==> src/rtl/fbm_pkg.sv <==
/*
  Constants shared by the flash bus-mode host controller: register map, field positions,
  pin-cycle timing and flash address patterns.
  Assumes a 100 MHz ref_clk; timing counts are derived from nanosecond figures.
*/
package fbm_pkg;

  // ----------------------------------------------------------------------------
  // clock and timing
  // ----------------------------------------------------------------------------
  localparam int CLK_MHZ      = 100;
  localparam int ACC_NS       = 70;     // address/select to data valid
  localparam int WP_NS        = 35;     // write-enable low width
  localparam int RECOVER_NS   = 20;     // select high between cycles
  localparam int RP_NS        = 500;    // hardware reset low width
  localparam int READY_NS     = 20000;  // worst-case reset completion
  localparam int ACC_CYC      = (ACC_NS * CLK_MHZ + 999) / 1000;
  localparam int WP_CYC       = (WP_NS * CLK_MHZ + 999) / 1000;
  localparam int RECOVER_CYC  = (RECOVER_NS * CLK_MHZ + 999) / 1000;
  localparam int RP_CYC       = (RP_NS * CLK_MHZ + 999) / 1000;
  localparam int READY_CYC    = (READY_NS * CLK_MHZ + 999) / 1000;
  localparam int CNT_W        = 16;

  // ----------------------------------------------------------------------------
  // register map (byte offsets)
  // ----------------------------------------------------------------------------
  localparam logic [7:0] REG_CTRL   = 8'h00;
  localparam logic [7:0] REG_ADDR   = 8'h04;
  localparam logic [7:0] REG_WDATA  = 8'h08;
  localparam logic [7:0] REG_CMD    = 8'h0C;
  localparam logic [7:0] REG_RDATA  = 8'h10;
  localparam logic [7:0] REG_STATUS = 8'h14;

  localparam int CTRL_BYTE_BIT = 0;
  localparam int CTRL_HV_BIT   = 1;
  localparam int CTRL_EXIT_BIT = 2;
  localparam int ADDR_W        = 19;
  localparam int DQ5_BIT       = 5;

  // ----------------------------------------------------------------------------
  // commands written to REG_CMD
  // ----------------------------------------------------------------------------
  typedef enum logic [2:0] {
    CMD_NONE      = 3'b000,
    CMD_READ      = 3'b001,
    CMD_WRITE     = 3'b010,
    CMD_HW_RESET  = 3'b011,
    CMD_ID_MAKER  = 3'b100,
    CMD_ID_PART   = 3'b101,
    CMD_ID_PROT   = 3'b110,
    CMD_RESET_CMD = 3'b111
  } fbm_cmd_type;

  typedef enum logic [1:0] {
    CYC_READ  = 2'b00,
    CYC_WRITE = 2'b01,
    CYC_RESET = 2'b10
  } fbm_cyc_op_type;

  // ----------------------------------------------------------------------------
  // flash address patterns and answer codes
  // ----------------------------------------------------------------------------
  localparam logic [17:0] ID_MAKER_LOW_ADDR  = 18'h00000;
  localparam logic [17:0] ID_MAKER_HIGH_ADDR = 18'h00100;
  localparam logic [17:0] ID_PART_ADDR       = 18'h00001;
  localparam logic [17:0] ID_PROT_ADDR       = 18'h00002;
  localparam logic [17:0] SECTOR_MASK        = 18'h3F000;
  localparam logic [7:0]  PROT_YES           = 8'h01;
  localparam logic [15:0] RESET_CMD_DATA     = 16'h00F0;
  // arbitrary value; continuation code of the attached part
  localparam logic [7:0]  CONT_CODE          = 8'hA5;

endpackage : fbm_pkg

==> src/rtl/fbm_cyc_if.sv <==
/*
  Request/answer carrier between the host sequencer and the flash pin-cycle engine.
  Assumes both ends run on ref_clk; req is a level held until the done pulse.
*/
`timescale 1ns/100ps
`default_nettype none

interface fbm_cyc_if;
  import fbm_pkg::*;
  logic           req;
  fbm_cyc_op_type op;
  logic [17:0]    addr;
  logic           low_addr;
  logic [15:0]    wdata;
  logic           hv;
  logic           byte_mode;
  logic           done;
  logic [15:0]    rdata;

  modport seq (output req, op, addr, low_addr, wdata, hv, byte_mode, input done, rdata);
  modport cyc (input req, op, addr, low_addr, wdata, hv, byte_mode, output done, rdata);
endinterface : fbm_cyc_if

`default_nettype wire

==> src/rtl/fbm_cycle.sv <==
/*
  Flash pin-cycle engine: one read, write or hardware-reset pulse per request.
  Assumes the sequencer holds req and its fields stable until done.
*/
`timescale 1ns/100ps
`default_nettype none

module fbm_cycle
  import fbm_pkg::*;
(
  input  wire logic        ref_clk,
  input  wire logic        srst,
  fbm_cyc_if.cyc           cyc,
  input  wire logic [15:0] dq_in,
  output logic [17:0]      flash_addr,
  output logic             ce_n,
  output logic             oe_n,
  output logic             we_n,
  output logic             flash_reset_n,
  output logic [15:0]      dq_out,
  output logic [15:0]      dq_oe,
  output logic             elevated_select_level
);

  typedef enum logic [2:0] {
    CY_IDLE     = 3'b000,
    CY_SETUP    = 3'b001,
    CY_STROBE   = 3'b010,
    CY_RECOVER  = 3'b011,
    CY_RST_LOW  = 3'b100,
    CY_RST_WAIT = 3'b101
  } fbm_cy_state_type;

  fbm_cy_state_type state;
  fbm_cy_state_type next_state;
  logic [CNT_W-1:0] cnt;
  logic [CNT_W-1:0] next_cnt;
  fbm_cyc_op_type   op_q;
  logic             byte_q;
  logic             low_q;
  logic [15:0]      wdata_q;

  wire cnt_zero   = (cnt == '0);
  wire is_write   = (op_q == CYC_WRITE);
  wire take       = (state == CY_IDLE) && cyc.req;
  wire sample     = (state == CY_STROBE) && cnt_zero && !is_write;
  wire selecting  = (next_state == CY_SETUP) || (next_state == CY_STROBE);
  wire strobing   = (next_state == CY_STROBE);
  wire drive_data = is_write && ((next_state == CY_STROBE) || (state == CY_STROBE));

  always_comb begin
    next_state = state;
    next_cnt   = cnt_zero ? cnt : cnt - 1'b1;
    case (state)
      CY_IDLE: begin
        if (cyc.req) begin
          next_state = (cyc.op == CYC_RESET) ? CY_RST_LOW : CY_SETUP;
          next_cnt   = CNT_W'(RP_CYC - 1);
        end
      end
      CY_SETUP: begin
        next_state = CY_STROBE;
        next_cnt   = is_write ? CNT_W'(WP_CYC - 1) : CNT_W'(ACC_CYC - 1);
      end
      CY_STROBE: begin
        if (cnt_zero) begin
          next_state = CY_RECOVER;
          next_cnt   = CNT_W'(RECOVER_CYC - 1);
        end
      end
      CY_RECOVER: begin
        if (cnt_zero) begin
          next_state = CY_IDLE;
        end
      end
      CY_RST_LOW: begin
        if (cnt_zero) begin
          next_state = CY_RST_WAIT;
          next_cnt   = CNT_W'(READY_CYC - 1);
        end
      end
      CY_RST_WAIT: begin
        if (cnt_zero) begin
          next_state = CY_IDLE;
        end
      end
      default: begin
        next_state = CY_IDLE;
      end
    endcase
  end

  // done is a one-cycle pulse on the last cycle of each cycle kind
  assign cyc.done = cnt_zero && ((state == CY_RECOVER) || (state == CY_RST_WAIT));

  always_ff @(posedge ref_clk) begin
    if (srst) begin
      state   <= CY_IDLE;
      cnt     <= '0;
      op_q    <= CYC_READ;
      byte_q  <= 1'b0;
      low_q   <= 1'b0;
      wdata_q <= '0;
    end else begin
      state <= next_state;
      cnt   <= next_cnt;
      if (take) begin
        op_q    <= cyc.op;
        byte_q  <= cyc.byte_mode;
        low_q   <= cyc.low_addr;
        wdata_q <= cyc.wdata;
      end
    end
  end

  // pins are registered from the next state so they change cleanly on one edge
  always_ff @(posedge ref_clk) begin
    if (srst) begin
      flash_addr            <= '0;
      ce_n                  <= 1'b1;
      oe_n                  <= 1'b1;
      we_n                  <= 1'b1;
      flash_reset_n         <= 1'b1;
      elevated_select_level <= 1'b0;
      cyc.rdata             <= '0;
    end else begin
      if (take) begin
        flash_addr <= cyc.addr;
      end
      ce_n          <= !selecting;
      oe_n          <= !(strobing && !is_write);
      we_n          <= !(strobing && is_write);
      flash_reset_n <= (next_state != CY_RST_LOW);
      // elevation only spans an id cycle, never a plain or command cycle
      elevated_select_level <= (take && cyc.hv) || (elevated_select_level && (next_state != CY_IDLE));
      if (sample) begin
        cyc.rdata <= byte_q ? {8'h00, dq_in[7:0]} : dq_in;
      end
    end
  end

  // ----------------------------------------------------------------------------
  // data pins: in byte mode the top pin carries the low address bit from the second cycle of the first byte-mode request on
  // ----------------------------------------------------------------------------
  genvar gi;
  generate
    for (gi = 0; gi < 16; gi++) begin : g_dq
      always_ff @(posedge ref_clk) begin
        if (srst) begin
          dq_out[gi] <= 1'b0;
          dq_oe[gi]  <= 1'b0;
        end else if (gi == 15) begin
          dq_out[gi] <= byte_q ? (take ? cyc.low_addr : low_q) : wdata_q[gi];
          dq_oe[gi]  <= (byte_q && !take) || (take && cyc.byte_mode) || (!byte_q && drive_data);
        end else begin
          dq_out[gi] <= wdata_q[gi];
          dq_oe[gi]  <= drive_data && (!byte_q || gi < 8);
        end
      end
    end
  endgenerate

endmodule : fbm_cycle

`default_nettype wire

==> src/rtl/fbm_host.sv <==
/*
  Host controller for an asynchronous parallel flash: APB register slave, operation
  sequencer and the pin-cycle engine underneath it.
  Assumes pins are synchronous to ref_clk and the board turns the elevation enable into
  the elevated level on the id pin.
*/
// Decided for this implementation: register access over APB and the address map.
// What this block does
// - host flags a reset owed after time-limit flag or in-system id; sends the reset command itself only on auto exit.
// - high-voltage id: elevate id pin, set A8 A6 A1 A0; A0 picks code.
// - protect check: sector bits high, A1 high A0 low; 01h means protected.
// - maker read with A8 low gives continuation; repeat with A8 high.
// - elevated level on id pin only for high-voltage identification.
// - in-system identification by command, no elevated level needed.
// - write: select and write enable low, output enable high.
`timescale 1ns/100ps
`default_nettype none

module fbm_host
  import fbm_pkg::*;
(
  input  wire logic        ref_clk,
  input  wire logic        srst,
  input  wire logic        psel,
  input  wire logic        penable,
  input  wire logic        pwrite,
  input  wire logic [7:0]  paddr,
  input  wire logic [31:0] pwdata,
  output logic [31:0]      prdata,
  output logic             pready,
  output logic             pslverr,
  input  wire logic [15:0] dq_in,
  output logic [15:0]      dq_out,
  output logic [15:0]      dq_oe,
  output logic [17:0]      flash_addr,
  output logic             id_high_voltage_pin,
  output logic             elevated_select_level,
  output logic             ce_n,
  output logic             oe_n,
  output logic             we_n,
  output logic             flash_reset_n,
  output logic             byte_n
);

  // ----------------------------------------------------------------------------
  // registers and state
  // ----------------------------------------------------------------------------
  typedef enum logic [2:0] {
    SQ_IDLE    = 3'b000,
    SQ_RUN     = 3'b001,
    SQ_ID_LOW  = 3'b010,
    SQ_ID_HIGH = 3'b011,
    SQ_EXIT    = 3'b100
  } fbm_sq_state_type;

  fbm_sq_state_type    sq_state;
  fbm_sq_state_type    next_sq_state;
  fbm_cmd_type         cmd_q;
  logic [2:0]          ctrl;
  logic [ADDR_W-1:0]   addr_reg;
  logic [15:0]         wdata_reg;
  logic [15:0]         rdata_reg;
  logic                time_limit_flag;
  logic                reset_owed;
  logic                prot_seen;
  logic                cont_seen;

  fbm_cyc_if cyc_bus ();

  // ----------------------------------------------------------------------------
  // APB decode
  // ----------------------------------------------------------------------------
  wire setup_ph   = psel && !penable;
  wire access_ph  = psel && penable;
  wire hit_ctrl   = (paddr == REG_CTRL);
  wire hit_addr   = (paddr == REG_ADDR);
  wire hit_wdata  = (paddr == REG_WDATA);
  wire hit_cmd    = (paddr == REG_CMD);
  wire hit_rdata  = (paddr == REG_RDATA);
  wire hit_status = (paddr == REG_STATUS);
  wire mapped     = hit_ctrl || hit_addr || hit_wdata || hit_cmd || hit_rdata || hit_status;
  wire busy       = (sq_state != SQ_IDLE);
  // commands are refused while busy so a running pin cycle never sees its op field move
  wire cmd_refuse = hit_cmd && pwrite && busy;
  wire wr_ok      = access_ph && pwrite && mapped && !cmd_refuse;
  wire cmd_take   = wr_ok && hit_cmd && (pwdata[2:0] != CMD_NONE);
  wire [31:0] status_word = {27'h0, cont_seen, prot_seen, reset_owed, time_limit_flag, busy};
  wire [31:0] read_mux =
      hit_ctrl   ? {29'h0, ctrl} :
      hit_addr   ? {13'h0, addr_reg} :
      hit_wdata  ? {16'h0, wdata_reg} :
      hit_rdata  ? {16'h0, rdata_reg} :
      hit_status ? status_word : 32'h0;

  assign pready  = 1'b1;
  assign pslverr = access_ph && (!mapped || cmd_refuse);

  always_ff @(posedge ref_clk) begin
    if (srst) begin
      prdata <= '0;
    end else if (setup_ph) begin
      prdata <= read_mux;
    end
  end

  always_ff @(posedge ref_clk) begin
    if (srst) begin
      ctrl      <= '0;
      addr_reg  <= '0;
      wdata_reg <= '0;
    end else if (wr_ok) begin
      if (hit_ctrl) ctrl <= pwdata[2:0];
      if (hit_addr) addr_reg <= pwdata[ADDR_W-1:0];
      if (hit_wdata) wdata_reg <= pwdata[15:0];
    end
  end

  // ----------------------------------------------------------------------------
  // flash address forming
  // ----------------------------------------------------------------------------
  wire        byte_mode = ctrl[CTRL_BYTE_BIT];
  wire        hv_id     = ctrl[CTRL_HV_BIT];
  wire        auto_exit = ctrl[CTRL_EXIT_BIT];
  wire [17:0] word_addr = byte_mode ? addr_reg[ADDR_W-1:1] : addr_reg[17:0];
  wire        low_bit   = byte_mode && addr_reg[0];
  wire [17:0] sector_addr_bits = word_addr & SECTOR_MASK;
  wire [17:0] id_addr =
      (cmd_q == CMD_ID_PART) ? ID_PART_ADDR :
      (cmd_q == CMD_ID_PROT) ? (sector_addr_bits | ID_PROT_ADDR) :
      ID_MAKER_HIGH_ADDR;
  wire        is_id     = (sq_state == SQ_ID_LOW) || (sq_state == SQ_ID_HIGH);
  wire        cyc_done  = cyc_bus.done;
  wire        id_over   = cyc_done && (sq_state == SQ_ID_HIGH);

  assign cyc_bus.req       = busy;
  assign cyc_bus.byte_mode = byte_mode;
  assign cyc_bus.hv        = is_id && hv_id;
  assign cyc_bus.low_addr  = is_id ? 1'b0 : low_bit;
  assign cyc_bus.addr =
      (sq_state == SQ_ID_LOW)  ? ID_MAKER_LOW_ADDR :
      (sq_state == SQ_ID_HIGH) ? id_addr : word_addr;
  assign cyc_bus.wdata = (sq_state == SQ_EXIT || cmd_q == CMD_RESET_CMD) ? RESET_CMD_DATA : wdata_reg;
  assign cyc_bus.op =
      (sq_state == SQ_EXIT)                         ? CYC_WRITE :
      (sq_state != SQ_RUN)                          ? CYC_READ :
      (cmd_q == CMD_HW_RESET)                       ? CYC_RESET :
      (cmd_q == CMD_WRITE || cmd_q == CMD_RESET_CMD) ? CYC_WRITE : CYC_READ;

  // ----------------------------------------------------------------------------
  // operation sequencer
  // ----------------------------------------------------------------------------
  always_comb begin
    next_sq_state = sq_state;
    case (sq_state)
      SQ_IDLE: begin
        if (cmd_take) begin
          case (pwdata[2:0])
            CMD_ID_MAKER: next_sq_state = SQ_ID_LOW;
            CMD_ID_PART:  next_sq_state = SQ_ID_HIGH;
            CMD_ID_PROT:  next_sq_state = SQ_ID_HIGH;
            default:      next_sq_state = SQ_RUN;
          endcase
        end
      end
      SQ_RUN: begin
        if (cyc_done) next_sq_state = SQ_IDLE;
      end
      SQ_ID_LOW: begin
        if (cyc_done) next_sq_state = SQ_ID_HIGH;
      end
      SQ_ID_HIGH: begin
        // in-system id leaves the device in id mode; optionally leave it at once
        if (cyc_done) next_sq_state = (!hv_id && auto_exit) ? SQ_EXIT : SQ_IDLE;
      end
      SQ_EXIT: begin
        if (cyc_done) next_sq_state = SQ_IDLE;
      end
      default: begin
        next_sq_state = SQ_IDLE;
      end
    endcase
  end

  wire plain_read = cyc_done && (sq_state == SQ_RUN) && (cmd_q == CMD_READ);
  wire dq5_seen   = plain_read && cyc_bus.rdata[DQ5_BIT];
  wire owe_id     = id_over && !hv_id && !auto_exit;
  wire reset_done = cyc_done && ((sq_state == SQ_EXIT) ||
                    (sq_state == SQ_RUN && (cmd_q == CMD_RESET_CMD || cmd_q == CMD_HW_RESET)));

  always_ff @(posedge ref_clk) begin
    if (srst) begin
      sq_state <= SQ_IDLE;
      cmd_q    <= CMD_NONE;
    end else begin
      sq_state <= next_sq_state;
      if (cmd_take) cmd_q <= fbm_cmd_type'(pwdata[2:0]);
    end
  end

  always_ff @(posedge ref_clk) begin
    if (srst) begin
      rdata_reg       <= '0;
      time_limit_flag <= 1'b0;
      reset_owed      <= 1'b0;
      prot_seen       <= 1'b0;
      cont_seen       <= 1'b0;
    end else begin
      if (plain_read || id_over) rdata_reg <= cyc_bus.rdata;
      if (plain_read) time_limit_flag <= dq5_seen;
      // a new cause in the same cycle as a completed reset keeps the debt standing
      reset_owed <= dq5_seen || owe_id || (reset_owed && !reset_done);
      if (id_over && cmd_q == CMD_ID_PROT) prot_seen <= (cyc_bus.rdata[7:0] == PROT_YES);
      if (cyc_done && sq_state == SQ_ID_LOW) cont_seen <= (cyc_bus.rdata[7:0] == CONT_CODE);
    end
  end

  // ----------------------------------------------------------------------------
  // pin engine
  // ----------------------------------------------------------------------------
  fbm_cycle u_cycle (
    .ref_clk               (ref_clk),
    .srst                  (srst),
    .cyc                   (cyc_bus.cyc),
    .dq_in                 (dq_in),
    .flash_addr            (flash_addr),
    .ce_n                  (ce_n),
    .oe_n                  (oe_n),
    .we_n                  (we_n),
    .flash_reset_n         (flash_reset_n),
    .dq_out                (dq_out),
    .dq_oe                 (dq_oe),
    .elevated_select_level (elevated_select_level)
  );

  assign id_high_voltage_pin = flash_addr[9];
  assign byte_n              = !byte_mode;

endmodule : fbm_host

`default_nettype wire

==> config.mk <==
export PLATFORM = sky130hd
export DESIGN_NAME = fbm_host
export DESIGN_NICKNAME = d
export VERILOG_FILES = /design/src/rtl/fbm_pkg.sv /design/src/rtl/fbm_cyc_if.sv /design/src/rtl/fbm_cycle.sv /design/src/rtl/fbm_host.sv
export SDC_FILE = /design/constraint.sdc
export NUM_CORES = 1
export LEC_CHECK = 0
export ABC_AREA = 0
export BUFFER_PORTS_ARGS = -buffer_cell sky130_fd_sc_hd__buf_2
export CAP_MARGIN = 5
export CORE_UTILIZATION = 25
export DETAILED_ROUTE_END_ITERATION = 8
export PLACE_DENSITY = 0.39
export SLEW_MARGIN = 20
export SYNTH_ARGS = -nofsm -noshare
export SYNTH_HDL_FRONTEND = slang
export SYNTH_HIERARCHICAL = 1
export SYNTH_SLANG_ARGS = --single-unit
==> constraint.sdc <==
create_clock -name ref_clk -period 4.1 [get_ports ref_clk]
set_clock_uncertainty 0.2 [all_clocks]
set_input_delay 1.23 -clock ref_clk [delete_from_list [all_inputs] [get_ports ref_clk]]
set_output_delay 1.23 -clock ref_clk [all_outputs]
set_load 0.01 [all_outputs]
# After elaboration in Yosys (flattened, before gate mapping)
# Index checks and enable logic that the tools add are counted.
# totals
ff_bits	193
out_inout_bits	91
# classes
n_addsub	1
eq_ne	35
muxes	38
n_reduce_logical	83
# op_table
op	count
$mux W16	8
$mux W18	5
$pmux W16 S4	1
$mux W19	2
$logic_and A1 B1 Y1	36
$mux W3	11
$eq A3 B3 Y1 const B	9
$eq A3 B2 Y1 const B	7
$logic_or A1 B1 Y1	20
$eq A8 B4 Y1 const B	2
$eq A8 B5 Y1 const B	2
$logic_not A16 Y1	1
$sub A16 B1 Y16 const B	1
$pmux W3 S5	1
$logic_not A1 Y1	13
$eq A3 B1 Y1 const B	4
$pmux W3 S4	1
$reduce_bool A3 Y1	3
$eq A8 B1 Y1 const B	1
$eq A8 B3 Y1 const B	1
$eq A8 B8 Y1 const B	1
$logic_not A8 Y1	1
$logic_not A3 Y1	2
$mux W2	3
12 further kinds	21

# Depth between registers and ports, before layout
# Gate-level depths: netlist (run 1).
# depth
depth_word	15
depth_mapped	12
ltp_nobuf	11

# Hierarchy
# Netlist (run 1), hierarchy kept.
# by_module_without_submodules
mod	instances	cells_each	area_per_inst_um2
fbm_host	1	520	4261.6
fbm_cycle	1	455	3922.5

# Worst setup path before layout (run 1)
# OpenSTA, ideal clock, no wires.
# synth_timing
kind	input -> output
startpoint	input port paddr[4]
endpoint	output port pslverr
arrival_ps	2243
required_time_ps	2670
slack_ps	427
stages	4
n_path_buf	0
path_cell_list	nor4_4 -> and2_2 -> o21ai_0 -> and4_1
# synth_between
elab_chain_cells	9
# synth_rtl
element	line_no	source
start: declaration	fbm_host.sv:27	input wire logic [7:0] paddr,
$eq A8 B3 Y1 or $logic_not A8 Y1 (tied branches)	fbm_host.sv:76, fbm_host.sv:75	
$logic_or A1 B1 Y1 (5 in a row)	fbm_host.sv:81	wire mapped = hit_ctrl || hit_addr || hit_wdata || hit_cmd || hit_rdata || hit_status;
$logic_not A1 Y1	fbm_host.sv:96	assign pslverr = access_ph && (!mapped || cmd_refuse);
$logic_or A1 B1 Y1 (*)	fbm_host.sv:96	
$logic_and A1 B1 Y1 (*)	fbm_host.sv:96	
end: declaration	fbm_host.sv:31	output logic pslverr,
# Mark *: on every way between the ends. The rest lies on a longest branch, timed or not.

# Worst setup path after layout (run 1)
# Ends and elaborated chain as after synthesis.

==> run metrics, run 1 <==
drt total wl=25900 µm; First DRT Iteration DRCs=539; Synth async-reset ratio=0; Worst Setup Start Kind=input pin; vias in the first global route=6630; std cell rows=65; clk root buf=clkbuf_16; LEAKAGE=0.00396 µW; Synth area leaders=dfxtp_1, mux2i_1, nand2_1; final net count=1122; Die ar.=33500 µm²; largest net degree at the start of global routing=62; YS warnings=6; worst min-delay path class=register to register; total power=4280 µW; synthesized cell area=8180 µm²; Fmax achieved=272 MHz; worst rel slew slack=0.463; effective utilization at floorplan=0.257; Buf/Inv on CP=2; share of the synthesized area in the top cell type=0.440; TritonCTS sink count=180; critical path's slowest cell=nor4_4; P&R area growth vs syn=17.4%; CP Class=input pin to output pin; crit path capture type=output pin; GPL Wtd Cong=0.776; Clock Latency Late Sink=0.44 ns; total CTS buffers=17; post-route insts no fill=1507; Final Max Slew Viols=0; register area share after synthesis=0.440; CTS max path bufs=2; maxcap violations=0; Core Util, Final=0.301; global route overflow=0; critical-path maximum fanout=6; Peak VDD IR=0.272 mV; most frequent cells in the layout=dfxtp_1, nand2_1, buf_2, a21oi_1, nor2_1; Via Count=6877; core area=31900 µm²; Top FF cell, synth=dfxtp_1; cell mode on critical path=buf_2; IO buf count=124; CP required=2.67 ns; EDFF count, synth=0; setup bufs post-CTS=0; first-pass GRT wire length=39600 µm; routed len/inst=17.2 µm; CP Data Arrival Time=2.25 ns; final setup vio count=0; slowest stage delay, CP=0.29 ns; DP HPWL=18400 µm; Placed Cells=1475; flops & latches, synth=180; crit path time final=3.68 ns; CTS tree=built; die width=183 µm; I/O Pins=152; Post-CTS Hold Buffers=0; fin crit share=0.897; count of cell types in the netlist=74; Fill cells=3478; Post-DRT Antenna Nets=0; RSZ-0062 raised after global routing=no; GR Util All Layers=0.156; status=finished, final reports clean; actual slew at the worst max-slew pin=0.805 ns; Residual DRC=0; initial antenna violation count=0; Top delay family on crit path=simple AND/OR/NAND/NOR gates; die height=183 µm; area leader, netlist=dfxtp_1; final-report hold violation count=0; post-CTS sizing=0; Worst-path clk slew=0.06 ns; drt pass-1 iters=5; CTS H-tree lvls=4; Syn Inst Count=975; Vias/cell=4.56; Cell Pwr Density=445 nW/µm²; crit path cell chain=buf_2 -> nor4_4 -> and2_2 -> o21ai_0 -> and4_1 -> buf_2; Final TNS setup=0 ns; ANT cells=0; fraction of layout cells with a size suffix above 1=0.191; average size of a mapped cell=8.39 µm²; commonest non-fill, non-tap cell in the layout=dfxtp_1
[synthesized netlist by cell type (7+ instances only)]
library cell / n
nor2b_1: 28
nor2_1: 103
nand4_1: 8
nor3_1: 13
nand2_1: 153
inv_1: 12
o21ai_0: 21
and2_1: 16
a31oi_1: 9
o31ai_1: 14
nand2b_1: 12
dfxtp_1: 180
mux2i_1: 64
buf_4: 30
a21oi_1: 109
a211oi_1: 7
clkbuf_1: 51
nand3_1: 14
a2bb2oi_1: 11
[power by group]
part / internal, µW / leakage, µW / switching, µW
Sequential: 1820 / 0.00145 / 86.1
Clock: 785 / 0.000255 / 757
Combinational: 331 / 0.00225 / 502
[path summary, 6_finish.rpt]
path	start	end	slack [ns]	cells after the start
setup / recovery	paddr[4]	pslverr	0.42	6
setup reg to reg	u_cycle/cnt[0]	rdata_reg[10]	0.69	12
hold reg to reg	u_cycle/wdata_q[2]	u_cycle/wdata_q[2]	0.25	2
hold / removal	u_cycle/wdata_q[2]	u_cycle/wdata_q[2]	0.25	2
[kinds of logic after synthesis]
family | synth area share
buffers and inverters | 0.0679
multiplexers | 0.0810
XOR/XNOR | 0.0128
adder cells (fa/ha/maj) | 0.00306
AO/OA/AOI/OAI | 0.152
flip-flops | 0.440
other | 0.000918
AND/OR/NAND/NOR | 0.242
[tightest hold or removal path: stages (launching register included)]
cell	delay (ns)
dfxtp_1	0.31
nand2_1	0.05
a21oi_1	0.05
[layer usage]
| metal | vias to the layer above | track usage | share of wire |
|---|---|---|---|
| li1 | 3481 | - | - |
| met1 | 3246 | 0.219 | 0.50 |
| met2 | 142 | 0.247 | 0.45 |
| met3 | 8 | 0.0286 | 0.035 |
| met4 | 0 | 0.0350 | 0.0071 |
| met5 | - | 0 | 0 |
[cell type report]
class,count,area (µm²),area share
Sequential cell,180,3600,0.375
Clock inverter,13,103,0.0107
Clock buffer,19,433,0.0450
Tap cell,435,544,0.0566
Inverter,13,48.8,0.00508
Timing Repair Buffer,148,803,0.0836
Multi-Input combinational cell,699,4080,0.424
[metrics by stage]
step           instance area, µm²  setup slack (ns)  hold WS (ns)
6_report                     9610             0.422         0.250
5_1_grt                      9610             0.352         0.266
4_1_cts                      9610             0.399         0.252
3_5_place_dp                 9080             0.397         0.242
3_3_place_gp                 9080             0.409         0.242
2_1_floorplan                8230             0.427         0.220
Note: power is estimated with default switching activity, not from simulation.
==> inputs of run 2 (changes only) <==
--- a/config.mk
+++ b/config.mk
@@ -11,6 +11,7 @@
 export CORE_UTILIZATION = 25
 export DETAILED_ROUTE_END_ITERATION = 8
 export PLACE_DENSITY = 0.39
+export RECOVER_POWER = 50
 export SLEW_MARGIN = 20
 export SYNTH_ARGS = -nofsm -noshare
 export SYNTH_HDL_FRONTEND = slang
==> run 2 against run 1 <==
Against the previous run:
- the flow now finishes with violations (capacitance limit, slew limit)
- count of clock-buffer cells in the layout stayed put
- routed wire length up 0.15%
- total power about the same
- sequential power about the same
==> run metrics, run 2 (synthesized netlist as in run 1, its figures left out) <==
status=finished with violations; failing checks=capacitance limit, slew limit; critical-path maximum fanout=6 (unchanged); die width=183 µm (unchanged); post-route insts no fill=1507 (unchanged); GR Util All Layers=0.156 (unchanged); crit path time final=3.68 ns (+0.00114 ns); I/O Pins=152 (unchanged); drt pass-1 iters=5 (unchanged); Final Max Slew Viols=36 (+36); ANT cells=0 (unchanged); pre-CTS setup slack=0.397 ns (unchanged); total CTS buffers=17 (unchanged); maxcap violations=1 (+1); Core Util, Final=0.298 (-0.00322); First DRT Iteration DRCs=553 (+2.6%); Cell Pwr Density=450 nW/µm² (+1.1%); Residual DRC=0 (unchanged); first-pass GRT wire length=39600 µm (unchanged); largest net degree at the start of global routing=62 (unchanged); initial antenna violation count=0 (unchanged); Clock Latency Late Sink=0.44 ns (about the same); final net count=1122 (unchanged); clk root buf=clkbuf_16; fraction of layout cells with a size suffix above 1=0.118 (-0.0728); Die ar.=33500 µm² (unchanged); HP Start=u_cycle/wdata_q[2]; Post-DRT Antenna Nets=0 (unchanged); CP required=2.67 ns (about the same); CTS max path bufs=2 (unchanged); LEAKAGE=0.00363 µW (-8.2%); effective utilization at floorplan=0.257 (unchanged); P&R area growth vs syn=16.2%; global route overflow=0 (unchanged); reg-to-reg startpoint=u_cycle/cnt[1]; Fmax achieved=272 MHz (about the same); std cell rows=65 (unchanged); smallest hold slack=0.250 ns (-0.00000100 ns); final-report hold violation count=0 (unchanged); final setup margin=0.421 ns (-0.00114 ns); routed len/inst=17.2 µm (+0.15%); die height=183 µm (unchanged); CP Class=input pin to output pin; commonest non-fill, non-tap cell in the layout=dfxtp_1; CP Data Arrival Time=2.25 ns (about the same); Vias/cell=4.57 (+0.20%); CTS H-tree lvls=4 (unchanged); vias in the first global route=6630 (unchanged); TritonCTS sink count=180 (unchanged); fin crit share=0.897 (about the same); setup bufs post-CTS=0 (unchanged); Placed Cells=1475 (unchanged); Worst Setup Start Kind=input pin; Worst-path clk slew=0.06 ns (about the same); DP HPWL=18400 µm (unchanged); IO buf count=124 (unchanged); Reg2Reg Depth=12 (unchanged); Via Count=6891 (+0.20%); reg2reg end=rdata_reg[2]; reg-to-reg slack, setup=0.70 ns (about the same); worst rel slew slack=-0.274 (-0.737); most frequent cells in the layout=dfxtp_1, nand2_1, a21oi_1, nor2_1, clkbuf_1; RSZ-0062 raised after global routing=no; crit path capture type=output pin; actual slew at the worst max-slew pin=1.91 ns (+1.11 ns); WHS Path Cells=2 (unchanged); GPL Wtd Cong=0.776 (unchanged); worst min-delay path class=register to register; CTS tree=built; core area=31900 µm² (unchanged); Post-CTS Hold Buffers=0 (unchanged); post-CTS sizing=0 (unchanged); Final TNS setup=0 ns (unchanged); final setup vio count=0 (unchanged); Peak VDD IR=0.273 mV (+0.15%); drt total wl=26000 µm (+0.15%); Hold Path Sink=u_cycle/wdata_q[2]
run 2: cell types whose count changed in the layout (fill, tap and decap cells not counted):
| cell | before | now |
|---|---|---|
| buf_2 | 123 | 47 |
| buf_4 | 25 | 22 |
| clkbuf_1 | 2 | 80 |
| clkbuf_4 | 0 | 1 |
| o311ai_0 | 0 | 1 |
| o311ai_1 | 1 | 0 |
run 2: critical path, stage by stage:
cell	delay (ns)
buf_2	0.14
nor4_4	0.29
and2_2	0.18
o21ai_0	0.07
and4_1	0.19
buf_2	0.13
run 2: power breakdown:
group	leakage [µW]	total [µW]	switching (µW)	internal (µW)
sequential	0.00145	1900	85.3	1820
clock	0.000255	1540	758	785
combinational	0.00193	830	501	329
total	0.00363	4280	1340	2930
run 2: layout make-up:
| cell class | instances | area, µm² |
|---|---|---|
| fillers | 3502 | 22400 |
| flip-flops and latches | 180 | 3600 |
| clock buffers | 19 | 433 |
| multi-input cells | 699 | 4080 |
| repair buffers | 148 | 701 |
| well taps | 435 | 544 |
| inverters | 13 | 48.8 |
| clock inverters | 13 | 103 |
run 2: routing by layer:
metal	wire length, µm	GRT usage	part of all wire
met1	13000	0.219	0.50
met2	11800	0.247	0.45
met3	985	0.0286	0.038
met4	187	0.0350	0.0072
met5	0	0	0
run 2: worst max path at each step:
stage	startpoint	cells past startpoint	endpoint	slack, ns
after floorplan	paddr[4]	4	pslverr	0.43
after detailed placement	paddr[4]	6	pslverr	0.40
after global routing	srst	6	prdata[4]	0.28
after global placement	paddr[4]	6	pslverr	0.41
after CTS	paddr[4]	6	pslverr	0.40
final	paddr[4]	6	pslverr	0.42
run 2: per-stage QoR:
stage | cell area (µm²) | total power [µW]
2_1_floorplan | 8230 | 2550
3_3_place_gp | 9080 | 2780
3_5_place_dp | 9080 | 2780
4_1_cts | 9610 | 4340
5_1_grt | 9510 | 4510
6_report | 9510 | 4280
==> inputs of run 3 (changes only) <==
==> constraint.sdc (replaced) <==
create_clock -name ref_clk -period 3.6 [get_ports ref_clk]
set_clock_uncertainty 0.2 [all_clocks]
set_input_delay 1.08 -clock ref_clk [delete_from_list [all_inputs] [get_ports ref_clk]]
set_output_delay 1.08 -clock ref_clk [all_outputs]
set_load 0.01 [all_outputs]
==> run 3 against run 2 <==
Against the previous run:
- largest cell class unchanged
- final area up 0.58%
- combinational power up 12%
- clock power up 19%
- via count is 1.7% higher
- the flow still finishes with violations (capacitance limit, slew limit)
- non-clock buffer count increased by 7
- first-iteration DRC count is 26% lower
- highest routed layer unchanged
==> run metrics, run 3 (synthesized netlist as in run 1, its figures left out) <==
fin crit share=0.966; Top delay family on crit path=simple AND/OR/NAND/NOR gates; Buf/Inv on CP=2 (unchanged); Via Count=7011 (+1.7%); actual slew at the worst max-slew pin=1.77 ns (-0.138 ns); Reg2Reg Depth=12 (unchanged); fraction of layout cells with a size suffix above 1=0.120 (+0.00120); CTS max path bufs=2 (unchanged); LEAKAGE=0.00367 µW (+1.1%); drt pass-1 iters=5 (unchanged); reg2reg end=rdata_reg[0]; post-CTS sizing=0 (unchanged); first-pass GRT wire length=39900 µm (+0.78%); pre-CTS setup slack=0.178 ns (-0.220 ns); crit path cell chain=clkbuf_1 -> nor4_4 -> and2_2 -> o21ai_0 -> and4_1 -> buf_2; P&R area growth vs syn=16.9%; worst rel slew slack=-0.182 (+0.0917); reg-to-reg slack, setup=0.44 ns (-0.26 ns); Vias/cell=4.63 (+1.3%); most frequent cells in the layout=dfxtp_1, nand2_1, a21oi_1, nor2_1, clkbuf_1; critical path's slowest cell=nor4_4; Residual DRC=0 (unchanged); Peak VDD IR=0.301 mV (+11%); Worst-path clk slew=0.07 ns (about the same); CP Data Arrival Time=2.20 ns (-0.05 ns); crit path time final=3.48 ns; TritonCTS sink count=180 (unchanged); std cell rows=65 (unchanged); Die ar.=33500 µm² (unchanged); Fill cells=3567 (+1.9%); worst min-delay path class=register to register; maxcap violations=2 (+1); crit path capture type=output pin; drt total wl=26000 µm (+0.10%); global route overflow=0 (unchanged); commonest non-fill, non-tap cell in the layout=dfxtp_1; IO buf count=124 (unchanged); routed len/inst=17.2 µm (-0.29%); final setup vio count=0 (unchanged); Clock Latency Late Sink=0.44 ns (about the same); die width=183 µm (unchanged); smallest hold slack=0.251 ns (+0.000311 ns); status=finished with violations; GPL Wtd Cong=0.778 (+0.32%); Cell Pwr Density=515 nW/µm² (+15%); Hold Path Sink=u_cycle/wdata_q[1]; CP required=2.32 ns (-0.35 ns); WHS Path Cells=2 (unchanged); final-report hold violation count=0 (unchanged); setup bufs post-CTS=0 (unchanged); core area=31900 µm² (unchanged); slowest stage delay, CP=0.33 ns (+0.04 ns); Post-DRT Antenna Nets=0 (unchanged); Fmax achieved=288 MHz; initial antenna violation count=0 (unchanged); die height=183 µm (unchanged); GR Util All Layers=0.157 (+0.00110); HP Start=u_cycle/wdata_q[1]; clk root buf=clkbuf_16; Worst Setup Start Kind=input pin; DP HPWL=18800 µm (+2.3%); reg-to-reg startpoint=u_cycle/cnt[1]; failing checks=capacitance limit, slew limit; First DRT Iteration DRCs=410 (-26%); vias in the first global route=6570 (-0.90%); effective utilization at floorplan=0.257 (unchanged); CTS H-tree lvls=4 (unchanged); CP Class=input pin to output pin; total CTS buffers=17 (unchanged); CTS tree=built; critical-path maximum fanout=6 (unchanged); final net count=1129 (+0.62%); ANT cells=0 (unchanged); Final TNS setup=0 ns (unchanged); RSZ-0062 raised after global routing=no; Post-CTS Hold Buffers=0 (unchanged); largest net degree at the start of global routing=40 (-35%); I/O Pins=152 (unchanged); final setup margin=0.123 ns (-0.298 ns); Final Max Slew Viols=74 (+110%)
[run 3: metrics by stage]
step | power, µW | area [µm²] | util | cells
2_1_floorplan | 2900 | 8230 | - | 987
3_3_place_gp | 3150 | 9140 | 0.287 | 1482
3_5_place_dp | 3150 | 9140 | 0.287 | 1482
4_1_cts | 5010 | 9690 | 0.304 | 1513
5_1_grt | 5210 | 9560 | 0.300 | 1513
6_report | 4930 | 9560 | 0.300 | 1513
[run 3: how the worst max path moves through the flow]
stage	from	endpoint	slack (ns)	cells after the start
global placement	paddr[4]	pslverr	0.20	6
floorplan	paddr[4]	pslverr	0.23	4
detailed placement	paddr[4]	pslverr	0.18	6
global route	paddr[4]	pslverr	0.05	6
finish	paddr[4]	pslverr	0.12	6
CTS	paddr[4]	pslverr	0.18	6
[run 3: worst register-to-register path, stage by stage, from the launching register on]
cell and delay (ns):
dfxtp_1 0.34, inv_1 0.08, ha_1 0.25, or3b_2 0.55, or3_1 0.42, nor2_2 0.14, inv_2 0.08, nor2_1 0.19
buf_4 0.21, o211ai_2 0.09, buf_4 0.25, mux2i_1 0.19, nor2_1 0.05
[run 3: report_power, final]
group / internal (µW) / switching, µW
registers: 2070 / 94.3
logic: 374 / 555
clock network: 919 / 917
total: 3360 / 1570
[run 3: final cells by class]
class | count | area (µm²) | share of cell area
Clock buffer | 17 | 425 | 0.0445
Clock inverter | 14 | 131 | 0.0137
Inverter | 13 | 48.8 | 0.00510
Multi-Input combinational cell | 699 | 4080 | 0.427
Sequential cell | 180 | 3600 | 0.377
Tap cell | 435 | 544 | 0.0569
Timing Repair Buffer | 155 | 731 | 0.0764
[run 3: metal layers]
layer / wire, µm / global-route usage / vias to the layer above
li1: - / - / 3517
met1: 13200 / 0.226 / 3336
met2: 11600 / 0.245 / 149
met3: 1040 / 0.0286 / 9
met4: 182 / 0.0310 / 0
met5: 0 / 0 / -
